**config.mk**
```make
export PLATFORM = sky130hd
export DESIGN_NAME = idt_timing_sel
export DESIGN_NICKNAME = d
export VERILOG_FILES = /design/src/idt_pkg.sv /design/src/idt_timing_sel.sv
export SDC_FILE = /design/constraint.sdc
export NUM_CORES = 1
export LEC_CHECK = 0
export BUFFER_PORTS_ARGS = -buffer_cell sky130_fd_sc_hd__buf_2
export CAP_MARGIN = 20
export CORE_ASPECT_RATIO = 1.75
export CORE_MARGIN = 2
export CORE_UTILIZATION = 50
export CTS_CLUSTER_DIAMETER = 100
export CTS_CLUSTER_SIZE = 14
export DETAILED_ROUTE_END_ITERATION = 10
export PLACE_DENSITY = 0.77
export SYNTH_ARGS = -nofsm -noshare
export SYNTH_HDL_FRONTEND = slang
export SYNTH_SLANG_ARGS = --single-unit
export TNS_END_PERCENT = 30
```
**constraint.sdc**
```tcl
create_clock -name hclk -period 3.2 [get_ports hclk]
set_input_delay 0.64 -clock hclk [delete_from_list [all_inputs] [get_ports hclk]]
set_output_delay 0.64 -clock hclk [all_outputs]
set_load 0.01 [all_outputs]
```
**src/idt_pkg.sv**
```systemverilog
package idt_pkg;

    // ****************************************
    // Timing records and states
    // ****************************************
    typedef struct packed {
        logic [4:0] setup;
        logic [4:0] pulse;
        logic [4:0] recov;
        logic [4:0] cycle;
    } idt_tim_t;

    typedef enum logic [1:0] {
        ST_IDLE  = 2'b00,
        ST_SETUP = 2'b01,
        ST_PULSE = 2'b10,
        ST_RECOV = 2'b11
    } idt_state_t;

    typedef enum logic [1:0] {
        SRC_BASIC = 2'b00,
        SRC_T0    = 2'b01,
        SRC_T1    = 2'b10
    } idt_src_t;

    typedef enum logic [2:0] {
        K_NONE = 3'b000,
        K_CFG  = 3'b001,
        K_STAT = 3'b010,
        K_HID  = 3'b011,
        K_DRV  = 3'b100
    } idt_kind_t;

    typedef struct packed {
        logic      valid;
        logic      write;
        idt_kind_t kind;
        logic [2:0] port;
    } idt_req_t;

    // ****************************************
    // Bus map
    // ****************************************
    localparam logic [11:0] ADDR_CFG    = 12'h000;
    localparam logic [11:0] ADDR_STAT   = 12'h004;
    localparam logic [5:0]  IO_BASE_SEL = 6'h01;
    localparam int          IO_ADDR7_BIT = 5;

    // ****************************************
    // Fields and reset values
    // ****************************************
    localparam int          CFG_BASIC_LSB = 4;
    localparam int          CFG_CLK_LSB   = 6;
    localparam int          CFG_RANGE_BIT = 2;
    localparam logic [7:0]  CFG_WMASK     = 8'hFE;
    localparam logic [7:0]  CFG_RESET     = 8'h00;
    localparam logic [7:0]  TIM_RESET     = 8'h00;
    localparam logic [7:0]  SEL_RESET     = 8'h00;
    localparam int          SEL_PAIR_BIT  = 7;
    localparam int          SEL_D0_BIT    = 2;
    localparam int          SEL_D1_BIT    = 3;
    localparam int          DH_DRIVE_BIT  = 4;
    localparam int          DH_SUBSET_BIT = 0;
    localparam int          STAT_CYC_LSB  = 8;
    localparam int          STAT_SRC_LSB  = 4;
    localparam int          STAT_BUSY_BIT = 2;
    localparam int          STAT_DRV_BIT  = 1;
    localparam int          STAT_UNL_BIT  = 0;

    localparam logic [2:0]  PORT_DATA  = 3'h0;
    localparam logic [2:0]  PORT_WTIM  = 3'h1;
    localparam logic [2:0]  PORT_KEY   = 3'h2;
    localparam logic [2:0]  PORT_SEL   = 3'h3;
    localparam logic [2:0]  PORT_DRVHD = 3'h6;
    localparam logic [7:0]  UNLOCK_KEY = 8'hA5;
    localparam logic [7:0]  RELOCK_KEY = 8'h5A;
    localparam logic [1:0]  KEY_COUNT  = 2'h2;

    localparam logic [1:0]  CLK_50 = 2'b00;
    localparam logic [1:0]  CLK_40 = 2'b01;
    localparam logic [1:0]  CLK_33 = 2'b10;
    localparam logic [1:0]  CLK_25 = 2'b11;

    localparam logic [4:0]  ENH_SETUP     = 5'h01;
    localparam logic [4:0]  ENH_PULSE_ADD = 5'h01;
    localparam logic [4:0]  ENH_RECOV_ADD = 5'h02;
    localparam logic [4:0]  CYC_SAT       = 5'h1F;

    // ****************************************
    // Preset timings
    // ****************************************
    localparam idt_tim_t BASIC_TIM [16] = '{
        '{5'h04, 5'h09, 5'h11, 5'h1E}, '{5'h03, 5'h07, 5'h0A, 5'h14},
        '{5'h02, 5'h06, 5'h04, 5'h0C}, '{5'h02, 5'h05, 5'h02, 5'h09},
        '{5'h03, 5'h07, 5'h0E, 5'h18}, '{5'h03, 5'h06, 5'h07, 5'h10},
        '{5'h02, 5'h05, 5'h03, 5'h0A}, '{5'h02, 5'h04, 5'h02, 5'h08},
        '{5'h03, 5'h06, 5'h0B, 5'h14}, '{5'h02, 5'h05, 5'h06, 5'h0D},
        '{5'h02, 5'h04, 5'h02, 5'h08}, '{5'h01, 5'h03, 5'h02, 5'h06},
        '{5'h02, 5'h05, 5'h08, 5'h0F}, '{5'h02, 5'h04, 5'h04, 5'h0A},
        '{5'h01, 5'h03, 5'h02, 5'h06}, '{5'h01, 5'h02, 5'h02, 5'h05}
    };
    // Setup of byte cycles follows the selected code; only the rest differs
    localparam idt_tim_t BYTE_TIM [4] = '{
        '{5'h00, 5'h0F, 5'h0E, 5'h1F}, '{5'h00, 5'h0C, 5'h0B, 5'h19},
        '{5'h00, 5'h0A, 5'h09, 5'h14}, '{5'h00, 5'h08, 5'h06, 5'h0F}
    };

endpackage

```
**src/idt_timing_sel.sv**
```systemverilog
// Behaviour
// Bits 7:6 of the config field name the input clock, 00=50, 01=40, 10=33, 11=25 MHz.
// Each of the 16 basic codes gives a fixed setup, pulse, recovery and cycle count.
// Byte cycles under basic timing use the per-clock pulse, recovery and cycle counts.
// The hidden timing set is not reachable through ordinary drive port accesses.
// The hidden set is exposed only after the unlock sequence has completed.
// Ending programming hides the set again so port accesses reach the drive.
// Writes to drive/head bit 4 in the active range switch timing to the chosen drive.
// Selection bit 7 picks the pair: basic/Timing 0 at 0, Timing 1/Timing 0 at 1.
// Selection bit 2 picks the source for drive 0 and bit 3 for drive 1.
// Primary range decodes with address bit seven at 1 and uses its own selection register.
// Secondary range decodes with address bit seven at 0 and uses its own selection register.
// Only one range is active, chosen by config bit 2: 0 primary, 1 secondary.
// Drive/head bit 0 picks which subset takes pulse/recovery writes while unlocked.
// After reset the set is hidden and basic preset timing is used.
// Each strobe's setup, active and recovery phases last the selected counts exactly.
//
// The implementer's own choices: the address map and the AHB-Lite interface to the registers.
module idt_timing_sel
    import idt_pkg::*;
(
    input  wire logic        hclk,
    input  wire logic        hresetn,
    input  wire logic        hsel,
    input  wire logic [31:0] haddr,
    input  wire logic [1:0]  htrans,
    input  wire logic        hwrite,
    input  wire logic [2:0]  hsize,
    input  wire logic [31:0] hwdata,
    input  wire logic        hready,
    output logic             hreadyout,
    output logic             hresp,
    output logic [31:0]      hrdata,
    output logic             drv_cs,
    output logic             drv_rd_n,
    output logic             drv_wr_n,
    output logic [2:0]       drv_addr,
    output logic [15:0]      drv_wdata,
    output logic             drv_oe,
    input  wire logic [15:0] drv_rdata
);

    // ****************************************
    // State
    // ****************************************
    logic [7:0]  cfg_r,  cfg_nxt;
    logic [7:0]  sel_r  [2];
    logic [7:0]  sel_nxt [2];
    logic [7:0]  rtim_r [2];
    logic [7:0]  rtim_nxt [2];
    logic [7:0]  wtim_r [2];
    logic [7:0]  wtim_nxt [2];
    logic        drive_r,  drive_nxt;
    logic        subset_r, subset_nxt;
    logic        unlock_r, unlock_nxt;
    logic [1:0]  keycnt_r, keycnt_nxt;
    idt_req_t    req_r,    req_nxt;
    idt_state_t  st_r,     st_nxt;
    logic [4:0]  cnt_r,    cnt_nxt;
    logic        rdy_r,    rdy_nxt;
    logic [31:0] rdata_r,  rdata_nxt;
    logic        cs_r,     cs_nxt;
    logic        rdn_r,    rdn_nxt;
    logic        wrn_r,    wrn_nxt;
    logic [2:0]  daddr_r,  daddr_nxt;
    logic [15:0] dwdata_r, dwdata_nxt;
    logic        doe_r,    doe_nxt;
    logic        dwr_r,    dwr_nxt;

    // ****************************************
    // Timing source selection
    // ****************************************
    logic        range;
    logic [7:0]  cur_sel;
    logic        pick;
    idt_src_t    src;
    idt_tim_t    tim16;
    idt_tim_t    tim;
    logic [7:0]  enh_byte;
    logic [6:0]  enh_sum;
    logic        byte_cyc;
    logic        wr_cyc;

    assign range    = cfg_r[CFG_RANGE_BIT];
    assign cur_sel  = sel_r[range];
    assign pick     = drive_r ? cur_sel[SEL_D1_BIT] : cur_sel[SEL_D0_BIT];
    assign wr_cyc   = (st_r == ST_IDLE) ? req_r.write : dwr_r;
    assign byte_cyc = (st_r == ST_IDLE) ? (req_r.port != PORT_DATA) : (daddr_r != PORT_DATA);

    always_comb begin
        src = SRC_BASIC;
        if (pick) begin
            src = SRC_T0;
        end else if (cur_sel[SEL_PAIR_BIT]) begin
            src = SRC_T1;
        end
        tim16 = BASIC_TIM[cfg_r[CFG_BASIC_LSB +: 4]];
        enh_byte = wr_cyc ? wtim_r[src == SRC_T1] : rtim_r[src == SRC_T1];
        enh_sum = 7'(ENH_SETUP) + 7'(enh_byte[7:4]) + 7'(ENH_PULSE_ADD)
                + 7'(enh_byte[3:0]) + 7'(ENH_RECOV_ADD);
        if (src == SRC_BASIC) begin
            tim = tim16;
            if (byte_cyc) begin
                tim = BYTE_TIM[cfg_r[CFG_CLK_LSB +: 2]];
                tim.setup = tim16.setup;
            end
        end else begin
            tim.setup = ENH_SETUP;
            tim.pulse = 5'(enh_byte[7:4]) + ENH_PULSE_ADD;
            tim.recov = 5'(enh_byte[3:0]) + ENH_RECOV_ADD;
            tim.cycle = (enh_sum > 7'(CYC_SAT)) ? CYC_SAT : enh_sum[4:0];
        end
    end

    // ****************************************
    // Bus decode, registers and strobe sequencer
    // ****************************************
    logic        acc;
    logic [11:0] a;
    logic [2:0]  port;
    logic        io_hit;
    logic        hid;
    idt_kind_t   kind;
    logic [7:0]  wb;

    assign acc  = hsel & htrans[1] & hready;
    assign a    = haddr[11:0];
    assign port = a[4:2];
    // Address bit seven must be 1 for primary and 0 for secondary
    assign io_hit = (a[11:6] == IO_BASE_SEL) & (a[IO_ADDR7_BIT] == ~range);
    // Hidden ports shadow the drive only while unlocked; 0x6 always reaches the drive
    assign hid  = unlock_r & ((port == PORT_DATA) | (port == PORT_WTIM)
                | (port == PORT_KEY) | (port == PORT_SEL));
    assign wb   = hwdata[7:0];

    always_comb begin
        kind = K_NONE;
        if (io_hit) begin
            kind = hid ? K_HID : K_DRV;
        end else if (a == ADDR_CFG) begin
            kind = K_CFG;
        end else if (a == ADDR_STAT) begin
            kind = K_STAT;
        end
    end

    always_comb begin
        cfg_nxt    = cfg_r;
        sel_nxt    = sel_r;
        rtim_nxt   = rtim_r;
        wtim_nxt   = wtim_r;
        drive_nxt  = drive_r;
        subset_nxt = subset_r;
        unlock_nxt = unlock_r;
        keycnt_nxt = keycnt_r;
        st_nxt     = st_r;
        cnt_nxt    = cnt_r;
        rdy_nxt    = rdy_r;
        rdata_nxt  = rdata_r;
        cs_nxt     = cs_r;
        rdn_nxt    = rdn_r;
        wrn_nxt    = wrn_r;
        daddr_nxt  = daddr_r;
        dwdata_nxt = dwdata_r;
        doe_nxt    = doe_r;
        dwr_nxt    = dwr_r;
        req_nxt    = '0;

        // Data phase of any write access, including stalled drive writes
        if (req_r.valid && req_r.write) begin
            case (req_r.kind)
                K_CFG: begin
                    cfg_nxt = wb & CFG_WMASK;
                end
                K_HID: begin
                    case (req_r.port)
                        PORT_DATA: rtim_nxt[subset_r] = wb;
                        PORT_WTIM: wtim_nxt[subset_r] = wb;
                        PORT_SEL:  sel_nxt[range] = wb;
                        PORT_KEY: begin
                            if (wb == RELOCK_KEY) begin
                                unlock_nxt = 1'b0;
                            end
                        end
                        default: begin
                        end
                    endcase
                end
                K_DRV: begin
                    if (req_r.port == PORT_DRVHD) begin
                        drive_nxt  = wb[DH_DRIVE_BIT];
                        subset_nxt = wb[DH_SUBSET_BIT];
                    end
                    if (req_r.port == PORT_KEY && wb == UNLOCK_KEY) begin
                        keycnt_nxt = keycnt_r + 2'h1;
                        if (keycnt_r + 2'h1 == KEY_COUNT) begin
                            unlock_nxt = 1'b1;
                            keycnt_nxt = 2'h0;
                        end
                    end else begin
                        keycnt_nxt = 2'h0;
                    end
                end
                default: begin
                end
            endcase
        end

        // Strobe sequencer; counts load as count minus one
        case (st_r)
            ST_IDLE: begin
                if (req_r.valid && req_r.kind == K_DRV) begin
                    st_nxt     = ST_SETUP;
                    cnt_nxt    = tim.setup - 5'h01;
                    cs_nxt     = 1'b1;
                    daddr_nxt  = req_r.port;
                    dwr_nxt    = req_r.write;
                    dwdata_nxt = hwdata[15:0];
                    doe_nxt    = req_r.write;
                end
            end
            ST_SETUP: begin
                cnt_nxt = cnt_r - 5'h01;
                if (cnt_r == 5'h00) begin
                    st_nxt  = ST_PULSE;
                    cnt_nxt = tim.pulse - 5'h01;
                    rdn_nxt = dwr_r;
                    wrn_nxt = ~dwr_r;
                end
            end
            ST_PULSE: begin
                cnt_nxt = cnt_r - 5'h01;
                if (cnt_r == 5'h00) begin
                    st_nxt  = ST_RECOV;
                    cnt_nxt = tim.recov - 5'h01;
                    rdn_nxt = 1'b1;
                    wrn_nxt = 1'b1;
                    cs_nxt  = 1'b0;
                    doe_nxt = 1'b0;
                    if (!dwr_r) begin
                        rdata_nxt = {16'h0000, drv_rdata};
                    end
                end
            end
            ST_RECOV: begin
                cnt_nxt = cnt_r - 5'h01;
                if (cnt_r == 5'h00) begin
                    st_nxt  = ST_IDLE;
                    rdy_nxt = 1'b1;
                end
            end
            default: begin
                st_nxt = ST_IDLE;
            end
        endcase

        // Address phase; drive accesses stall the bus until recovery ends
        if (acc) begin
            req_nxt = '{valid: 1'b1, write: hwrite, kind: kind, port: port};
            rdata_nxt = 32'h0000_0000;
            case (kind)
                K_CFG:  rdata_nxt[7:0] = cfg_r;
                K_STAT: begin
                    rdata_nxt[STAT_CYC_LSB +: 5] = tim.cycle;
                    rdata_nxt[STAT_SRC_LSB +: 2] = src;
                    rdata_nxt[STAT_BUSY_BIT]     = (st_r != ST_IDLE);
                    rdata_nxt[STAT_DRV_BIT]      = drive_r;
                    rdata_nxt[STAT_UNL_BIT]      = unlock_r;
                end
                K_HID: begin
                    case (port)
                        PORT_DATA: rdata_nxt[7:0] = rtim_r[subset_r];
                        PORT_WTIM: rdata_nxt[7:0] = wtim_r[subset_r];
                        PORT_SEL:  rdata_nxt[7:0] = sel_r[range];
                        default:   rdata_nxt[7:0] = 8'h00;
                    endcase
                end
                K_DRV:  rdy_nxt = 1'b0;
                default: begin
                end
            endcase
        end
    end

    always_ff @(posedge hclk or negedge hresetn) begin
        if (!hresetn) begin
            cfg_r    <= CFG_RESET;
            for (int i = 0; i < 2; i++) begin
                sel_r[i]  <= SEL_RESET;
                rtim_r[i] <= TIM_RESET;
                wtim_r[i] <= TIM_RESET;
            end
            drive_r  <= 1'b0;
            subset_r <= 1'b0;
            unlock_r <= 1'b0;
            keycnt_r <= 2'h0;
            req_r    <= '0;
            st_r     <= ST_IDLE;
            cnt_r    <= 5'h00;
            rdy_r    <= 1'b1;
            rdata_r  <= 32'h0000_0000;
            cs_r     <= 1'b0;
            rdn_r    <= 1'b1;
            wrn_r    <= 1'b1;
            daddr_r  <= 3'h0;
            dwdata_r <= 16'h0000;
            doe_r    <= 1'b0;
            dwr_r    <= 1'b0;
            hresp    <= 1'b0;
        end else begin
            cfg_r    <= cfg_nxt;
            sel_r    <= sel_nxt;
            rtim_r   <= rtim_nxt;
            wtim_r   <= wtim_nxt;
            drive_r  <= drive_nxt;
            subset_r <= subset_nxt;
            unlock_r <= unlock_nxt;
            keycnt_r <= keycnt_nxt;
            req_r    <= req_nxt;
            st_r     <= st_nxt;
            cnt_r    <= cnt_nxt;
            rdy_r    <= rdy_nxt;
            rdata_r  <= rdata_nxt;
            cs_r     <= cs_nxt;
            rdn_r    <= rdn_nxt;
            wrn_r    <= wrn_nxt;
            daddr_r  <= daddr_nxt;
            dwdata_r <= dwdata_nxt;
            doe_r    <= doe_nxt;
            dwr_r    <= dwr_nxt;
            hresp    <= 1'b0;
        end
    end

    assign hreadyout = rdy_r;
    assign hrdata    = rdata_r;
    assign drv_cs    = cs_r;
    assign drv_rd_n  = rdn_r;
    assign drv_wr_n  = wrn_r;
    assign drv_addr  = daddr_r;
    assign drv_wdata = dwdata_r;
    assign drv_oe    = doe_r;

endmodule

```
==> results.yml <==
cts:
  hold_buffers: 0
  clock_sinks: 116
  cts_tree: "done"
  clock_latency_ns: 0.42
  cts.clk_slew.worst_paths_ns: 0.06
  cts-buffers-inserted: 17
  cts_buffer_depth: 2
  h-tree-depth: 4
  root_buffer: "clkbuf_16"
sta:
  max_freq_mhz: 297
  timing.final.ws_setup_ns: -0.165
  fin_crit_sh: 1.05
  slew_violations: 0
  clock_skew_ns: 0.00889
  slew_headroom: 0.502
  fin_hold_ws_ns: 0.233
  rsz0062_at_grt: "true"
  min_period_ns: 3.36
  hold_viol: 0
  tightestPinTransition_ns: 0.745
  tns_ns: -0.325
  finalSetupViolCount: 6
global_route:
  overflow: 0
  grt_pass1_wl_mm: 31.4
  grt_pass1_vias: 6255
  antenna_found_initial: 0
  grt_util_all_layers: 0.271
  grt_max_degree: 51
critical_path:
  worstPathMaxFanout: 4
  arrival_ns: 3.66
  cp.required_ns: 3.50
  cp-end-kind: "flip-flop"
  startpoint_type: "flip-flop"
  crit_start: "drive_r"
  r2r_start: "drive_r"
  critPathKind: "reg2reg"
die:
  row_count: 57
  start_util: 0.508
  core-area_sq_um: 13800
  io_pins: 147
  fp.dieH_microns: 161
  die-area_sq_um: 15100
  dieWidth_microns: 93.6
pwr:
  ir_worst_vdd_mv: 0.378
  p_leak_nw: 4.13
  power_density_nw_per_um2: 657
routing:
  ant_nets: 0
  drt_iter0_drc: 384
  drt-total-wl_mm: 20.4
  avgViaCountPerCell: 6.03
  firstDrtPassIters: 7
  drc: 0
  wl_per_cell_microns: 20.2
  vias: 6096
final_layout:
  diodes: 0
  area_delta_synth_final_pct: 26.3
  fin_nets: 942
  layout_commonest_cell: "dfrtp_1"
  fin_util: 0.642
  fillCellCount: 1066
  post_route_cells_drive_above_1_share: 0.387
  layout_common_cells: "dfrtp_1, buf_2, mux2_2"
  stdcell_count: 1011
run_status:
  outcome: "finished, violations left"
  violations: "setup timing"
synthesis:
  avgSynthCellArea_sq_um: 10.4
  synth_edf_count: 0
  postSynthCellCount: 679
  yosys_register_bits: 116
  synth_async_sr_flop_share: 1.00
  synth_area_leaders: "dfrtp_1, mux2_2, ha_1, mux4_2, o21ai_0"
  yosysTopAreaCell: "dfrtp_1"
  syn_area_sq_um: 7030
  synthFlopType: "dfrtp_1"
  synth-seq-area-share: 0.413
  synth_top_area_frac: 0.402
  yosysUniqueCellTypes: 66
  yosysWarnings: 0
placed_design:
  place_inst: 969
  dp_hpwl_mm: 14.9
  place_ws_ns: -0.259
  routabilityCongestion: 0.992
  port_buffers: 89
flow_run:
  cap_violations: 0
worst_hold_path:
  hp-class: "in2async"
-- cells in the mapped netlist (3+ instances only) --
cell	instances
a211oi_1	3
a21o_1	3
a21oi_1	40
a22o_1	3
a31oi_1	7
and2_1	5
buf_1	6
buf_4	18
clkbuf_1	25
dfrtp_1	113
dfstp_2	3
ha_1	30
inv_1	25
mux2_2	76
mux2i_1	21
mux4_1	4
mux4_2	12
nand2_1	47
nand2b_1	5
nand3_1	20
nand3b_1	3
nand4_1	4
nor2_1	54
nor2b_1	3
nor3_1	11
nor4_1	4
nor4b_1	3
nor4bb_1	4
o211ai_1	5
o21a_1	5
o21ai_0	47
o22ai_1	11
or2_2	4
or3_1	3
xnor2_1	5
xor2_1	4
-- state kept, by name, indices dropped and copies added (netlist names), 3 cells and up --
| signal | cells |
|---|---|
| hrdata | 16 |
| cfg_r | 7 |
| rtim_r | 16 |
| drv_wdata | 16 |
| wtim_r | 16 |
| cnt_r | 5 |
| req_r | 8 |
| drv_addr | 3 |
| sel_r | 16 |
-- worst paths after layout --
| check | end | slack, ns | depth (start not counted) |
|---|---|---|---|
| hold reg to reg | keycnt_r[1] | 0.49 | 1 |
| min in group hclk | drv_wdata[14] | 0.46 | 2 |
| max in group asynchronous | drv_wr_n | 2.15 | 2 |
| hold / removal | drv_wdata[8] | 0.23 | 1 |
| setup / recovery | cnt_r[4] | -0.16 | 12 |
| setup reg to reg | cnt_r[4] | -0.16 | 12 |
-- report_power, final --
part           total (mW)  switching [mW]  internal (mW)
logic                1.97            1.11          0.857
registers            1.79           0.130           1.66
clock network        2.08           0.750           1.33
-- worst max-delay path, cell delays in order, from the launching register on --
cell and delay [ns]:
dfrtp_2 0.41, mux2i_2 0.28, a32o_2 0.31, buf_4 0.18, mux4_2 0.35, buf_4 0.16
ha_1 0.30, nor2_1 0.16, o21a_1 0.23, o211ai_1 0.17, o31ai_1 0.28, o32ai_2 0.12
a221o_1 0.29
-- area by class of cell --
type	instances	area (sq um)	share of cell area
multi-input cells	500	4010	0.452
flip-flops and latches	116	2910	0.327
inverters	27	106	0.0120
clock inverters	15	219	0.0247
clock buffers	17	425	0.0479
well taps	177	221	0.0249
repair buffers	159	990	0.111
-- metal layers --
layer | vias to the layer above | share of wire | GRT usage
met5 | - | 0 | 0
met4 | 0 | 0.067 | 0.194
met3 | 87 | 0.046 | 0.0385
met2 | 274 | 0.54 | 0.481
met1 | 3000 | 0.35 | 0.286
li1 | 2735 | - | -
-- metrics by stage --
stage	total power, mW	instance area, sq um
after floorplan	2.89	7130
after global placement	3.51	7990
after detailed placement	3.59	7990
after CTS	5.74	8760
after global routing	6.11	8880
final	5.84	8880
-- timing repair --
action | in CTS | in global routing
setup endpoints to repair | 7 | 9
buffers inserted | 5 | 4
pin swaps | 5 | 6
gates resized for setup | 20 | 21
gates cloned | 0 | 1
-- kinds of logic (layout without fill, tap and decap cells) --
group / count (synthesis) / in the layout / share of synthesized area
flops: 116 / 116 / 0.413
simple gates: 177 / 177 / 0.122
mux: 115 / 116 / 0.209
xor+xnor: 9 / 9 / 0.0112
compound gates: 150 / 150 / 0.132
other cells: 1 / 17 / 0.000533
fa+ha+maj: 31 / 31 / 0.0562
buf+inv: 80 / 218 / 0.0548
(Power assumes the default switching activity.)
